## config.mk

```make
export PLATFORM = sky130hd
export DESIGN_NAME = bfc_host
export DESIGN_NICKNAME = d
export VERILOG_FILES = /design/src/bfc_pkg.sv /design/src/bfc_bus_cycle.sv /design/src/bfc_host.sv
export VERILOG_INCLUDE_DIRS = /design/src
export SDC_FILE = /design/constraint.sdc
export NUM_CORES = 1
export LEC_CHECK = 0
export BUFFER_PORTS_ARGS = -buffer_cell sky130_fd_sc_hd__buf_4
export CAP_MARGIN = 20
export CORE_MARGIN = 2
export CORE_UTILIZATION = 62
export CTS_CLUSTER_SIZE = 20
export DETAILED_ROUTE_END_ITERATION = 10
export PLACE_DENSITY = 0.88
export SLEW_MARGIN = 20
export SYNTH_ARGS = -nofsm -noshare
export SYNTH_HDL_FRONTEND = slang
export SYNTH_SLANG_ARGS = --single-unit
```

## constraint.sdc

```tcl
create_clock -name pclk -period 3.6 [get_ports pclk]
set_input_delay 0.72 -clock pclk [delete_from_list [all_inputs] [get_ports pclk]]
set_output_delay 0.72 -clock pclk [all_outputs]
set_load 0.02 [all_outputs]
```

## src/bfc_defs.svh

```systemverilog
`ifndef BFC_DEFS_SVH
`define BFC_DEFS_SVH

// ----------------------------------------------------------------
// register map (byte addresses, one aligned word each)
// ----------------------------------------------------------------
`define BFC_OFF_CTRL     8'h00
`define BFC_OFF_ADDR     8'h04
`define BFC_OFF_WDATA    8'h08
`define BFC_OFF_CMD      8'h0c
`define BFC_OFF_GSRADDR  8'h10
`define BFC_OFF_STATUS   8'h14
`define BFC_OFF_RDATA    8'h18

// ----------------------------------------------------------------
// field positions
// ----------------------------------------------------------------
`define BFC_CTRL_GO      0
`define BFC_CTRL_OP_LO   1
`define BFC_CTRL_OP_HI   3
`define BFC_CTRL_WORD    8
`define BFC_CTRL_WP      9
`define BFC_CTRL_PD      10
`define BFC_ST_BUSY      0
`define BFC_ST_READY     1
`define BFC_ST_DONE      2
`define BFC_ST_QFULL     3
`define BFC_ST_REJECT    4
`define BFC_ST_RBPULSE   5
`define BFC_GSR_QFULL    3

// ----------------------------------------------------------------
// reset values
// ----------------------------------------------------------------
`define BFC_RST_CTRL     3'h0
`define BFC_RST_ADDR     21'h000000
`define BFC_RST_DATA     16'h0000
`define BFC_RST_GSRADDR  21'h000002

// ----------------------------------------------------------------
// timing
// ----------------------------------------------------------------
`define BFC_CLK_NS       10
`define BFC_T_SETUP_NS   20
`define BFC_T_WPULSE_NS  60
`define BFC_T_RPULSE_NS  100
`define BFC_T_HOLD_NS    20
`define BFC_SETUP_CYC    ((`BFC_T_SETUP_NS + `BFC_CLK_NS - 1) / `BFC_CLK_NS)
`define BFC_WPULSE_CYC   ((`BFC_T_WPULSE_NS + `BFC_CLK_NS - 1) / `BFC_CLK_NS)
`define BFC_RPULSE_CYC   ((`BFC_T_RPULSE_NS + `BFC_CLK_NS - 1) / `BFC_CLK_NS)
`define BFC_HOLD_CYC     ((`BFC_T_HOLD_NS + `BFC_CLK_NS - 1) / `BFC_CLK_NS)

`endif

```

## src/bfc_pkg.sv

```systemverilog
package bfc_pkg;

  typedef enum logic [2:0] {
    BFC_OP_READ    = 3'h0,
    BFC_OP_WRITE   = 3'h1,
    BFC_OP_SEQ2    = 3'h2,
    BFC_OP_SEQ2CHK = 3'h3,
    BFC_OP_WAITRDY = 3'h4
  } bfc_op_t;

  typedef enum logic [5:0] {
    BFC_M_IDLE  = 6'h01,
    BFC_M_CHECK = 6'h02,
    BFC_M_CMD   = 6'h04,
    BFC_M_DATA  = 6'h08,
    BFC_M_READ  = 6'h10,
    BFC_M_WAIT  = 6'h20
  } bfc_main_t;

  typedef enum logic [3:0] {
    BFC_C_IDLE  = 4'h1,
    BFC_C_SETUP = 4'h2,
    BFC_C_PULSE = 4'h4,
    BFC_C_HOLD  = 4'h8
  } bfc_cyc_t;

endpackage

```

## src/bfc_bus_cycle.sv

```systemverilog
`timescale 1ns/100ps
`include "bfc_defs.svh"

module bfc_bus_cycle (
  input  wire logic        pclk,
  input  wire logic        presetn,
  input  wire logic        start,
  input  wire logic        is_write,
  input  wire logic        word_mode,
  input  wire logic [20:0] addr,
  input  wire logic [15:0] wdata,
  input  wire logic [15:0] dq_sync,
  output logic             done,
  output logic [15:0]      rdata,
  output logic [20:0]      flash_addr,
  output logic [15:0]      dq_out,
  output logic             dq_oe_lo,
  output logic             dq_oe_hi,
  output logic             chip_enable_a_n,
  output logic             chip_enable_b_n,
  output logic             write_enable_n,
  output logic             output_enable_n
);

  bfc_pkg::bfc_cyc_t st_q, st_d;
  logic [7:0]  cnt_q, cnt_d;
  logic        wr_q, wr_d;
  logic [20:0] addr_q, addr_d;
  logic [15:0] wdata_q, wdata_d;
  logic [15:0] rdata_q, rdata_d;
  logic        done_q, done_d;

  always_comb begin
    st_d    = st_q;
    cnt_d   = cnt_q;
    wr_d    = wr_q;
    addr_d  = addr_q;
    wdata_d = wdata_q;
    rdata_d = rdata_q;
    done_d  = 1'b0;
    case (st_q)
      bfc_pkg::BFC_C_IDLE: begin
        if (start) begin
          wr_d    = is_write;
          addr_d  = addr;
          wdata_d = wdata;
          cnt_d   = 8'(`BFC_SETUP_CYC - 1);
          st_d    = bfc_pkg::BFC_C_SETUP;
        end
      end
      bfc_pkg::BFC_C_SETUP: begin
        if (cnt_q == 8'h00) begin
          cnt_d = wr_q ? 8'(`BFC_WPULSE_CYC - 1) : 8'(`BFC_RPULSE_CYC - 1);
          st_d  = bfc_pkg::BFC_C_PULSE;
        end else begin
          cnt_d = cnt_q - 8'h01;
        end
      end
      bfc_pkg::BFC_C_PULSE: begin
        if (cnt_q == 8'h00) begin
          // synced data lags the pins by two cycles; read pulse covers access time plus that
          if (!wr_q)
            rdata_d = word_mode ? dq_sync : {8'h00, dq_sync[7:0]};
          cnt_d = 8'(`BFC_HOLD_CYC - 1);
          st_d  = bfc_pkg::BFC_C_HOLD;
        end else begin
          cnt_d = cnt_q - 8'h01;
        end
      end
      bfc_pkg::BFC_C_HOLD: begin
        if (cnt_q == 8'h00) begin
          done_d = 1'b1;
          st_d   = bfc_pkg::BFC_C_IDLE;
        end else begin
          cnt_d = cnt_q - 8'h01;
        end
      end
      default: st_d = bfc_pkg::BFC_C_IDLE;
    endcase
  end

  always_ff @(posedge pclk or negedge presetn) begin
    if (!presetn) begin
      st_q    <= bfc_pkg::BFC_C_IDLE;
      cnt_q   <= 8'h00;
      wr_q    <= 1'b0;
      addr_q  <= `BFC_RST_ADDR;
      wdata_q <= `BFC_RST_DATA;
      rdata_q <= `BFC_RST_DATA;
      done_q  <= 1'b0;
    end else begin
      st_q    <= st_d;
      cnt_q   <= cnt_d;
      wr_q    <= wr_d;
      addr_q  <= addr_d;
      wdata_q <= wdata_d;
      rdata_q <= rdata_d;
      done_q  <= done_d;
    end
  end

  // ----------------------------------------------------------------
  // pin decode
  // ----------------------------------------------------------------
  // both enables fall together and rise together in hold to deselect
  assign chip_enable_a_n = !(st_q == bfc_pkg::BFC_C_SETUP || st_q == bfc_pkg::BFC_C_PULSE);
  assign chip_enable_b_n = chip_enable_a_n;
  assign write_enable_n  = !(st_q == bfc_pkg::BFC_C_PULSE && wr_q);
  assign output_enable_n = !(st_q == bfc_pkg::BFC_C_PULSE && !wr_q);
  // lane bit only meaningful in byte mode; held low otherwise
  assign flash_addr = {addr_q[20:1], addr_q[0] & !word_mode};
  assign dq_out     = wdata_q;
  assign dq_oe_lo   = wr_q && (st_q != bfc_pkg::BFC_C_IDLE);
  assign dq_oe_hi   = dq_oe_lo && word_mode;
  assign done       = done_q;
  assign rdata      = rdata_q;

endmodule // bfc_bus_cycle

```

## src/bfc_host.sv

```systemverilog
// Contract
// - program or block erase starts with a two-cycle command sequence
// - every operation starts with a command sequence; progress via status and ready (the read and wait-ready ops here issue no command cycle)
// - host reconfigures ready/busy by command; pulse on completion possible
// - after upload host swaps page buffer then reads it
//
// Register access over APB and the register addresses are this design's own decisions.
`timescale 1ns/100ps
`include "bfc_defs.svh"

module bfc_host (
  input  wire logic        pclk,
  input  wire logic        presetn,
  input  wire logic        psel,
  input  wire logic        penable,
  input  wire logic        pwrite,
  input  wire logic [7:0]  paddr,
  input  wire logic [31:0] pwdata,
  output logic [31:0]      prdata,
  output logic             pready,
  output logic             pslverr,
  output logic [20:0]      flash_addr,
  input  wire logic [15:0] dq_in,
  output logic [15:0]      dq_out,
  output logic             dq_oe_lo,
  output logic             dq_oe_hi,
  output logic             chip_enable_a_n,
  output logic             chip_enable_b_n,
  output logic             write_enable_n,
  output logic             output_enable_n,
  output logic             width_select,
  output logic             write_protect_n,
  output logic             powerdown_reset_n,
  input  wire logic        ready_busy_out_n
);

  // ----------------------------------------------------------------
  // pin synchronisers
  // ----------------------------------------------------------------
  logic [15:0] dq_s1_q, dq_s2_q;
  logic        rb_s1_q, rb_s2_q, rb_prev_q;

  always_ff @(posedge pclk or negedge presetn) begin
    if (!presetn) begin
      dq_s1_q   <= 16'h0000;
      dq_s2_q   <= 16'h0000;
      // released line idles high; a low reset value would fake a rising edge
      rb_s1_q   <= 1'b1;
      rb_s2_q   <= 1'b1;
      rb_prev_q <= 1'b1;
    end else begin
      dq_s1_q   <= dq_in;
      dq_s2_q   <= dq_s1_q;
      rb_s1_q   <= ready_busy_out_n;
      rb_s2_q   <= rb_s1_q;
      rb_prev_q <= rb_s2_q;
    end
  end

  // ----------------------------------------------------------------
  // register file
  // ----------------------------------------------------------------
  logic [2:0]  ctrl_q, ctrl_d;       // {pd, wp, word}
  logic [20:0] addr_q, addr_d;
  logic [15:0] wdata_q, wdata_d;
  logic [15:0] cmd_q, cmd_d;
  logic [20:0] gsr_addr_q, gsr_addr_d;
  logic [5:2]  sticky_q, sticky_d;   // rbpulse, reject, qfull, done
  logic [31:0] prdata_q, prdata_d;
  logic        wr_acc, go, busy, mapped;
  logic        cyc_done;
  logic [15:0] cyc_rdata;
  logic        set_done, set_qfull;
  bfc_pkg::bfc_main_t st_q, st_d;

  assign wr_acc = psel && penable && pwrite;
  assign mapped = (paddr <= `BFC_OFF_RDATA) && (paddr[1:0] == 2'b00);
  assign go     = wr_acc && paddr == `BFC_OFF_CTRL && pwdata[`BFC_CTRL_GO];
  assign busy   = (st_q != bfc_pkg::BFC_M_IDLE);

  always_comb begin
    ctrl_d     = ctrl_q;
    addr_d     = addr_q;
    wdata_d    = wdata_q;
    cmd_d      = cmd_q;
    gsr_addr_d = gsr_addr_q;
    sticky_d   = sticky_q;
    prdata_d   = prdata_q;
    if (wr_acc) begin
      case (paddr)
        `BFC_OFF_CTRL:    ctrl_d = {pwdata[`BFC_CTRL_PD], pwdata[`BFC_CTRL_WP],
                                    pwdata[`BFC_CTRL_WORD]};
        `BFC_OFF_ADDR:    addr_d = pwdata[20:0];
        `BFC_OFF_WDATA:   wdata_d = pwdata[15:0];
        `BFC_OFF_CMD:     cmd_d = pwdata[15:0];
        `BFC_OFF_GSRADDR: gsr_addr_d = pwdata[20:0];
        `BFC_OFF_STATUS:  sticky_d = sticky_q & ~pwdata[5:2];
        default: ;
      endcase
    end
    // hardware sets override a same-cycle software clear
    if (set_done)
      sticky_d[`BFC_ST_DONE] = 1'b1;
    if (set_qfull)
      sticky_d[`BFC_ST_QFULL] = 1'b1;
    if (go && (busy || ctrl_q[2]))
      sticky_d[`BFC_ST_REJECT] = 1'b1;
    // released line returning high marks a completion pulse
    if (rb_s2_q && !rb_prev_q)
      sticky_d[`BFC_ST_RBPULSE] = 1'b1;
    if (psel && !penable) begin
      case (paddr)
        `BFC_OFF_CTRL:    prdata_d = {21'h000000, ctrl_q, 8'h00};
        `BFC_OFF_ADDR:    prdata_d = {11'h000, addr_q};
        `BFC_OFF_WDATA:   prdata_d = {16'h0000, wdata_q};
        `BFC_OFF_CMD:     prdata_d = {16'h0000, cmd_q};
        `BFC_OFF_GSRADDR: prdata_d = {11'h000, gsr_addr_q};
        `BFC_OFF_STATUS:  prdata_d = {26'h0000000, sticky_q, rb_s2_q, busy};
        `BFC_OFF_RDATA:   prdata_d = {16'h0000, cyc_rdata};
        default:          prdata_d = 32'h00000000;
      endcase
    end
  end

  always_ff @(posedge pclk or negedge presetn) begin
    if (!presetn) begin
      ctrl_q     <= `BFC_RST_CTRL;
      addr_q     <= `BFC_RST_ADDR;
      wdata_q    <= `BFC_RST_DATA;
      cmd_q      <= `BFC_RST_DATA;
      gsr_addr_q <= `BFC_RST_GSRADDR;
      sticky_q   <= 4'h0;
      prdata_q   <= 32'h00000000;
    end else begin
      ctrl_q     <= ctrl_d;
      addr_q     <= addr_d;
      wdata_q    <= wdata_d;
      cmd_q      <= cmd_d;
      gsr_addr_q <= gsr_addr_d;
      sticky_q   <= sticky_d;
      prdata_q   <= prdata_d;
    end
  end

  assign prdata  = prdata_q;
  assign pready  = 1'b1;
  assign pslverr = psel && penable && !mapped;

  // ----------------------------------------------------------------
  // sequencer
  // ----------------------------------------------------------------
  logic        start_q, start_d;
  logic        cwr_q, cwr_d;
  logic [20:0] caddr_q, caddr_d;
  logic [15:0] cdata_q, cdata_d;
  bfc_pkg::bfc_op_t op;

  assign op = bfc_pkg::bfc_op_t'(pwdata[`BFC_CTRL_OP_HI:`BFC_CTRL_OP_LO]);

  always_comb begin
    st_d      = st_q;
    start_d   = 1'b0;
    cwr_d     = cwr_q;
    caddr_d   = caddr_q;
    cdata_d   = cdata_q;
    set_done  = 1'b0;
    set_qfull = 1'b0;
    case (st_q)
      bfc_pkg::BFC_M_IDLE: begin
        // upload readout is a swap sequence followed by plain reads
        if (go && !ctrl_q[2]) begin
          caddr_d = addr_q;
          cdata_d = cmd_q;
          cwr_d   = 1'b1;
          start_d = 1'b1;
          case (op)
            bfc_pkg::BFC_OP_READ: begin
              cwr_d = 1'b0;
              st_d  = bfc_pkg::BFC_M_READ;
            end
            bfc_pkg::BFC_OP_WRITE:   st_d = bfc_pkg::BFC_M_DATA;
            bfc_pkg::BFC_OP_SEQ2:    st_d = bfc_pkg::BFC_M_CMD;
            bfc_pkg::BFC_OP_SEQ2CHK: begin
              caddr_d = gsr_addr_q;
              cwr_d   = 1'b0;
              st_d    = bfc_pkg::BFC_M_CHECK;
            end
            bfc_pkg::BFC_OP_WAITRDY: begin
              start_d = 1'b0;
              st_d    = bfc_pkg::BFC_M_WAIT;
            end
            default: begin
              start_d = 1'b0;
              set_done = 1'b1;
            end
          endcase
        end
      end
      bfc_pkg::BFC_M_CHECK: begin
        if (cyc_done) begin
          // a full queue would drop the request, so refuse it here
          if (cyc_rdata[`BFC_GSR_QFULL]) begin
            set_qfull = 1'b1;
            st_d      = bfc_pkg::BFC_M_IDLE;
          end else begin
            caddr_d = addr_q;
            cwr_d   = 1'b1;
            start_d = 1'b1;
            st_d    = bfc_pkg::BFC_M_CMD;
          end
        end
      end
      bfc_pkg::BFC_M_CMD: begin
        if (cyc_done) begin
          cdata_d = wdata_q;
          start_d = 1'b1;
          st_d    = bfc_pkg::BFC_M_DATA;
        end
      end
      bfc_pkg::BFC_M_DATA, bfc_pkg::BFC_M_READ: begin
        if (cyc_done) begin
          set_done = 1'b1;
          st_d     = bfc_pkg::BFC_M_IDLE;
        end
      end
      bfc_pkg::BFC_M_WAIT: begin
        // line is released high by every device on it when all are ready
        if (rb_s2_q) begin
          set_done = 1'b1;
          st_d     = bfc_pkg::BFC_M_IDLE;
        end
      end
      default: st_d = bfc_pkg::BFC_M_IDLE;
    endcase
  end

  always_ff @(posedge pclk or negedge presetn) begin
    if (!presetn) begin
      st_q    <= bfc_pkg::BFC_M_IDLE;
      start_q <= 1'b0;
      cwr_q   <= 1'b0;
      caddr_q <= `BFC_RST_ADDR;
      cdata_q <= `BFC_RST_DATA;
    end else begin
      st_q    <= st_d;
      start_q <= start_d;
      cwr_q   <= cwr_d;
      caddr_q <= caddr_d;
      cdata_q <= cdata_d;
    end
  end

  // ----------------------------------------------------------------
  // static pins
  // ----------------------------------------------------------------
  assign width_select      = ctrl_q[0];
  assign write_protect_n   = !ctrl_q[1];
  // holding the pin low aborts device work and clears its status
  assign powerdown_reset_n = !ctrl_q[2];

  bfc_bus_cycle u_cycle (
    .pclk            (pclk),
    .presetn         (presetn),
    .start           (start_q),
    .is_write        (cwr_q),
    .word_mode       (ctrl_q[0]),
    .addr            (caddr_q),
    .wdata           (cdata_q),
    .dq_sync         (dq_s2_q),
    .done            (cyc_done),
    .rdata           (cyc_rdata),
    .flash_addr      (flash_addr),
    .dq_out          (dq_out),
    .dq_oe_lo        (dq_oe_lo),
    .dq_oe_hi        (dq_oe_hi),
    .chip_enable_a_n (chip_enable_a_n),
    .chip_enable_b_n (chip_enable_b_n),
    .write_enable_n  (write_enable_n),
    .output_enable_n (output_enable_n)
  );

endmodule // bfc_host

```

==> summary.txt <==
Placed cell count = 1202
Maxcap violations = 0
Worst R2R Start = u_cycle.st_q[0]
CP Max Fanout = 12
Post-route DRC = 0
Placed cell area = 11900 µm²
Total negative slack = 0 ns
Sequential-to-total area share from yosys stat = 57.4%
Crit path buffers/inverters = 1
Core Area = 17200 µm²
Post-route total power = 6.18 mW
DR WL/cell = 21.7 µm
Die area = 18600 µm²
Mean area per synthesized cell = 12.1 µm²
Area delta synth->final = 17.1%
Async SR Flop Fraction = 100%
Die width = 136 µm
Clock latency on the worst-skew pair = 0.52 ns
Number of global-route vias before repair = 7569
First-pass GRT wire length = 42000 µm
Area taken by multi-input logic gates = 4220 µm²
Share of cells above drive strength 1 = 34.3%
Max Root-Sink Buffers = 3
# rows = 48
Detail Placement HPWL = 17900 µm
Flops & latches, synth = 249
Vias = 7715
Slew margin rel. = 29.5%
Initial Util = 63.1%
IO buf count = 118
Synth cell types = 64
Synth Instances = 901
Commonest cells after routing, fill and taps aside = dfrtp_1, mux2_2, buf_4
Remaining Overflow, GRT = 0
FF-to-FF path depth = 3
R2R Setup Slk = 0.98 ns
Delay-heaviest family, CP = simple AND/OR/NAND/NOR gates
CP Launch Point = u_cycle.st_q[0]
Detailed-router iteration count before antenna repair = 6
Reg clk slew, reported paths = 0.06 ns
Fmax achieved = 0.348 GHz
Root Buffer = clkbuf_16
Synth Cell Area = 10900 µm²
H-tree depth = 1
CTS tree = done
CP cell instances = nor4b_1 > nor2b_1 > and2_1 > buf_4
RSZ-0062 raised after global routing = no
Critical path class = register to primary output
Largest net degree at the start of global routing = 94
Ys Warns = 0
Placer Congestion = 0.970
Largest stage delay, worst path = 0.65 ns
EDFF count, synth = 0
Finished Layout Cells = 1249
Pwr Density = 486 nW/µm²
ANT nets after route = 0
Initial antenna violation count = 1
Leakage power = 6.36 nW
Worst endpoint required time = 2.88 ns
Global-route usage over all layers = 29.8%
Fin crit period = 2.87 ns
Slowest-stage cell, CP = dfstp_2
Fin area = 12700 µm²
VDD IR max = 0.392 mV
Final WL = 27100 µm
CP Capture Type = primary output
Final #Nets = 1068
Fill cell count = 1098
Initial DRC count = 712
Slew Viols, Final = 0
Register area = 6240 µm²
Status = completed
Inserted Clock Buffers = 25
Cts hold-fix bufs = 0
Critical Path End = dq_oe_hi
# resized after CTS = 0
Via-per-instance ratio = 6.18
Num ports = 142
Worst setup margin = 0.726 ns
Most common cell after layout, fill and taps aside = dfrtp_1
Final setup fails = 0
Clk sinks = 249
Critical path arrival = 2.15 ns
Worst Setup Slack post-DPL = 0.699 ns
Type of the most critical hold path = input pin to asynchronous set/reset pin
WP depth = 4
Die height = 136 µm
Startpoint types = register
Ys flop type = dfrtp_1
Worst-margin pin slew = 1.05 ns
Worst Clk Skew = 0.00891 ns
Final hold viol count = 0
Post-CTS Setup Bufs = 0
RR Endpoint = u_cycle.addr_q[12]
Final period util = 79.8%
-- cell usage after synthesis, drive strengths merged (4+ instances only) --
master	number	area [µm²]
dfrtp	243	6080
mux2	164	1850
nand2	91	342
nor2	64	240
buf	46	304
o21ai	35	175
clkbuf	33	124
o22ai	26	163
a22oi	19	143
nand3	18	90.1
mux2i	16	160
nor3	16	85.1
a21oi	11	55.1
inv	10	37.5
a22o	9	78.8
dfstp	6	158
nand2b	6	37.5
nor2b	6	37.5
xnor2	5	43.8
and2	4	25.0
nand3b	4	30.0
nor4	4	40.0
-- flip-flops by register name (all words and copies together) (netlist names), 3 cells and up --
signal	flops
ctrl_q	3
caddr_q	21
cmd_q	16
dq_s1_q	16
cdata_q	16
u_cycle.dq_out	16
u_cycle.st_q	4
u_cycle.addr_q	21
u_cycle.rdata	16
gsr_addr_q	21
addr_q	21
dq_s2_q	16
u_cycle.cnt_q	8
st_q	6
prdata	21
wdata_q	16
sticky_q	4
-- report_power, final --
| group | total (mW) | internal (mW) | switching (mW) |
|---|---|---|---|
| clock network | 2.62 | 1.55 | 1.07 |
| registers | 2.93 | 2.88 | 0.0582 |
| logic | 0.630 | 0.250 | 0.380 |
| total | 6.18 | 4.68 | 1.51 |
-- per-stage QoR --
stage	utilization, %	hold WS, ns
5_1_grt	73.9	0.274
2_1_floorplan	-	0.331
4_1_cts	73.9	0.247
3_3_place_gp	69.0	0.333
3_5_place_dp	69.0	0.335
6_report	73.9	0.227
-- logic make-up (layout without fill, tap and decap cells) --
kind of cell / Yosys count / after routing / synth area share, %
multiplexers: 182 / 182 / 18.9
XOR/XNOR: 8 / 8 / 0.644
adder cells (fa/ha/maj): 2 / 2 / 0.230
flip-flops: 249 / 249 / 57.4
AND/OR/NAND/NOR: 236 / 236 / 10.3
other: 2 / 13 / 0.0690
buffers and inverters: 89 / 201 / 4.28
AO/OA/AOI/OAI: 133 / 133 / 8.28
-- final cells by class --
type	instances	share of cell area [%]
well taps	225	2.21
clock buffers	37	5.74
flip-flops and latches	249	49.0
multi-input cells	573	33.1
diodes	1	0.0197
inverters	10	0.295
repair buffers	145	8.81
clock inverters	9	0.825
-- per-layer routing --
metal | wire length (µm) | GRT usage, % | up-vias | share of wire (%)
li1 | - | - | 3367 | -
met1 | 10500 | 39.0 | 3854 | 39
met2 | 13100 | 48.7 | 413 | 48
met3 | 2620 | 7.90 | 81 | 9.7
met4 | 896 | 9.84 | 0 | 3.3
met5 | 0 | 0 | - | 0
-- worst min-delay path by stage --
stage / start / endpoint / slack, ns
CTS: presetn / addr_q[6] / 0.25
global route: presetn / dq_s2_q[1] / 0.27
global placement: dq_s1_q[5] / dq_s2_q[5] / 0.33
detailed placement: dq_s1_q[12] / dq_s2_q[12] / 0.33
finish: presetn / dq_s2_q[1] / 0.23
floorplan: dq_s1_q[0] / dq_s2_q[0] / 0.33
(Power assumes the default switching activity.)
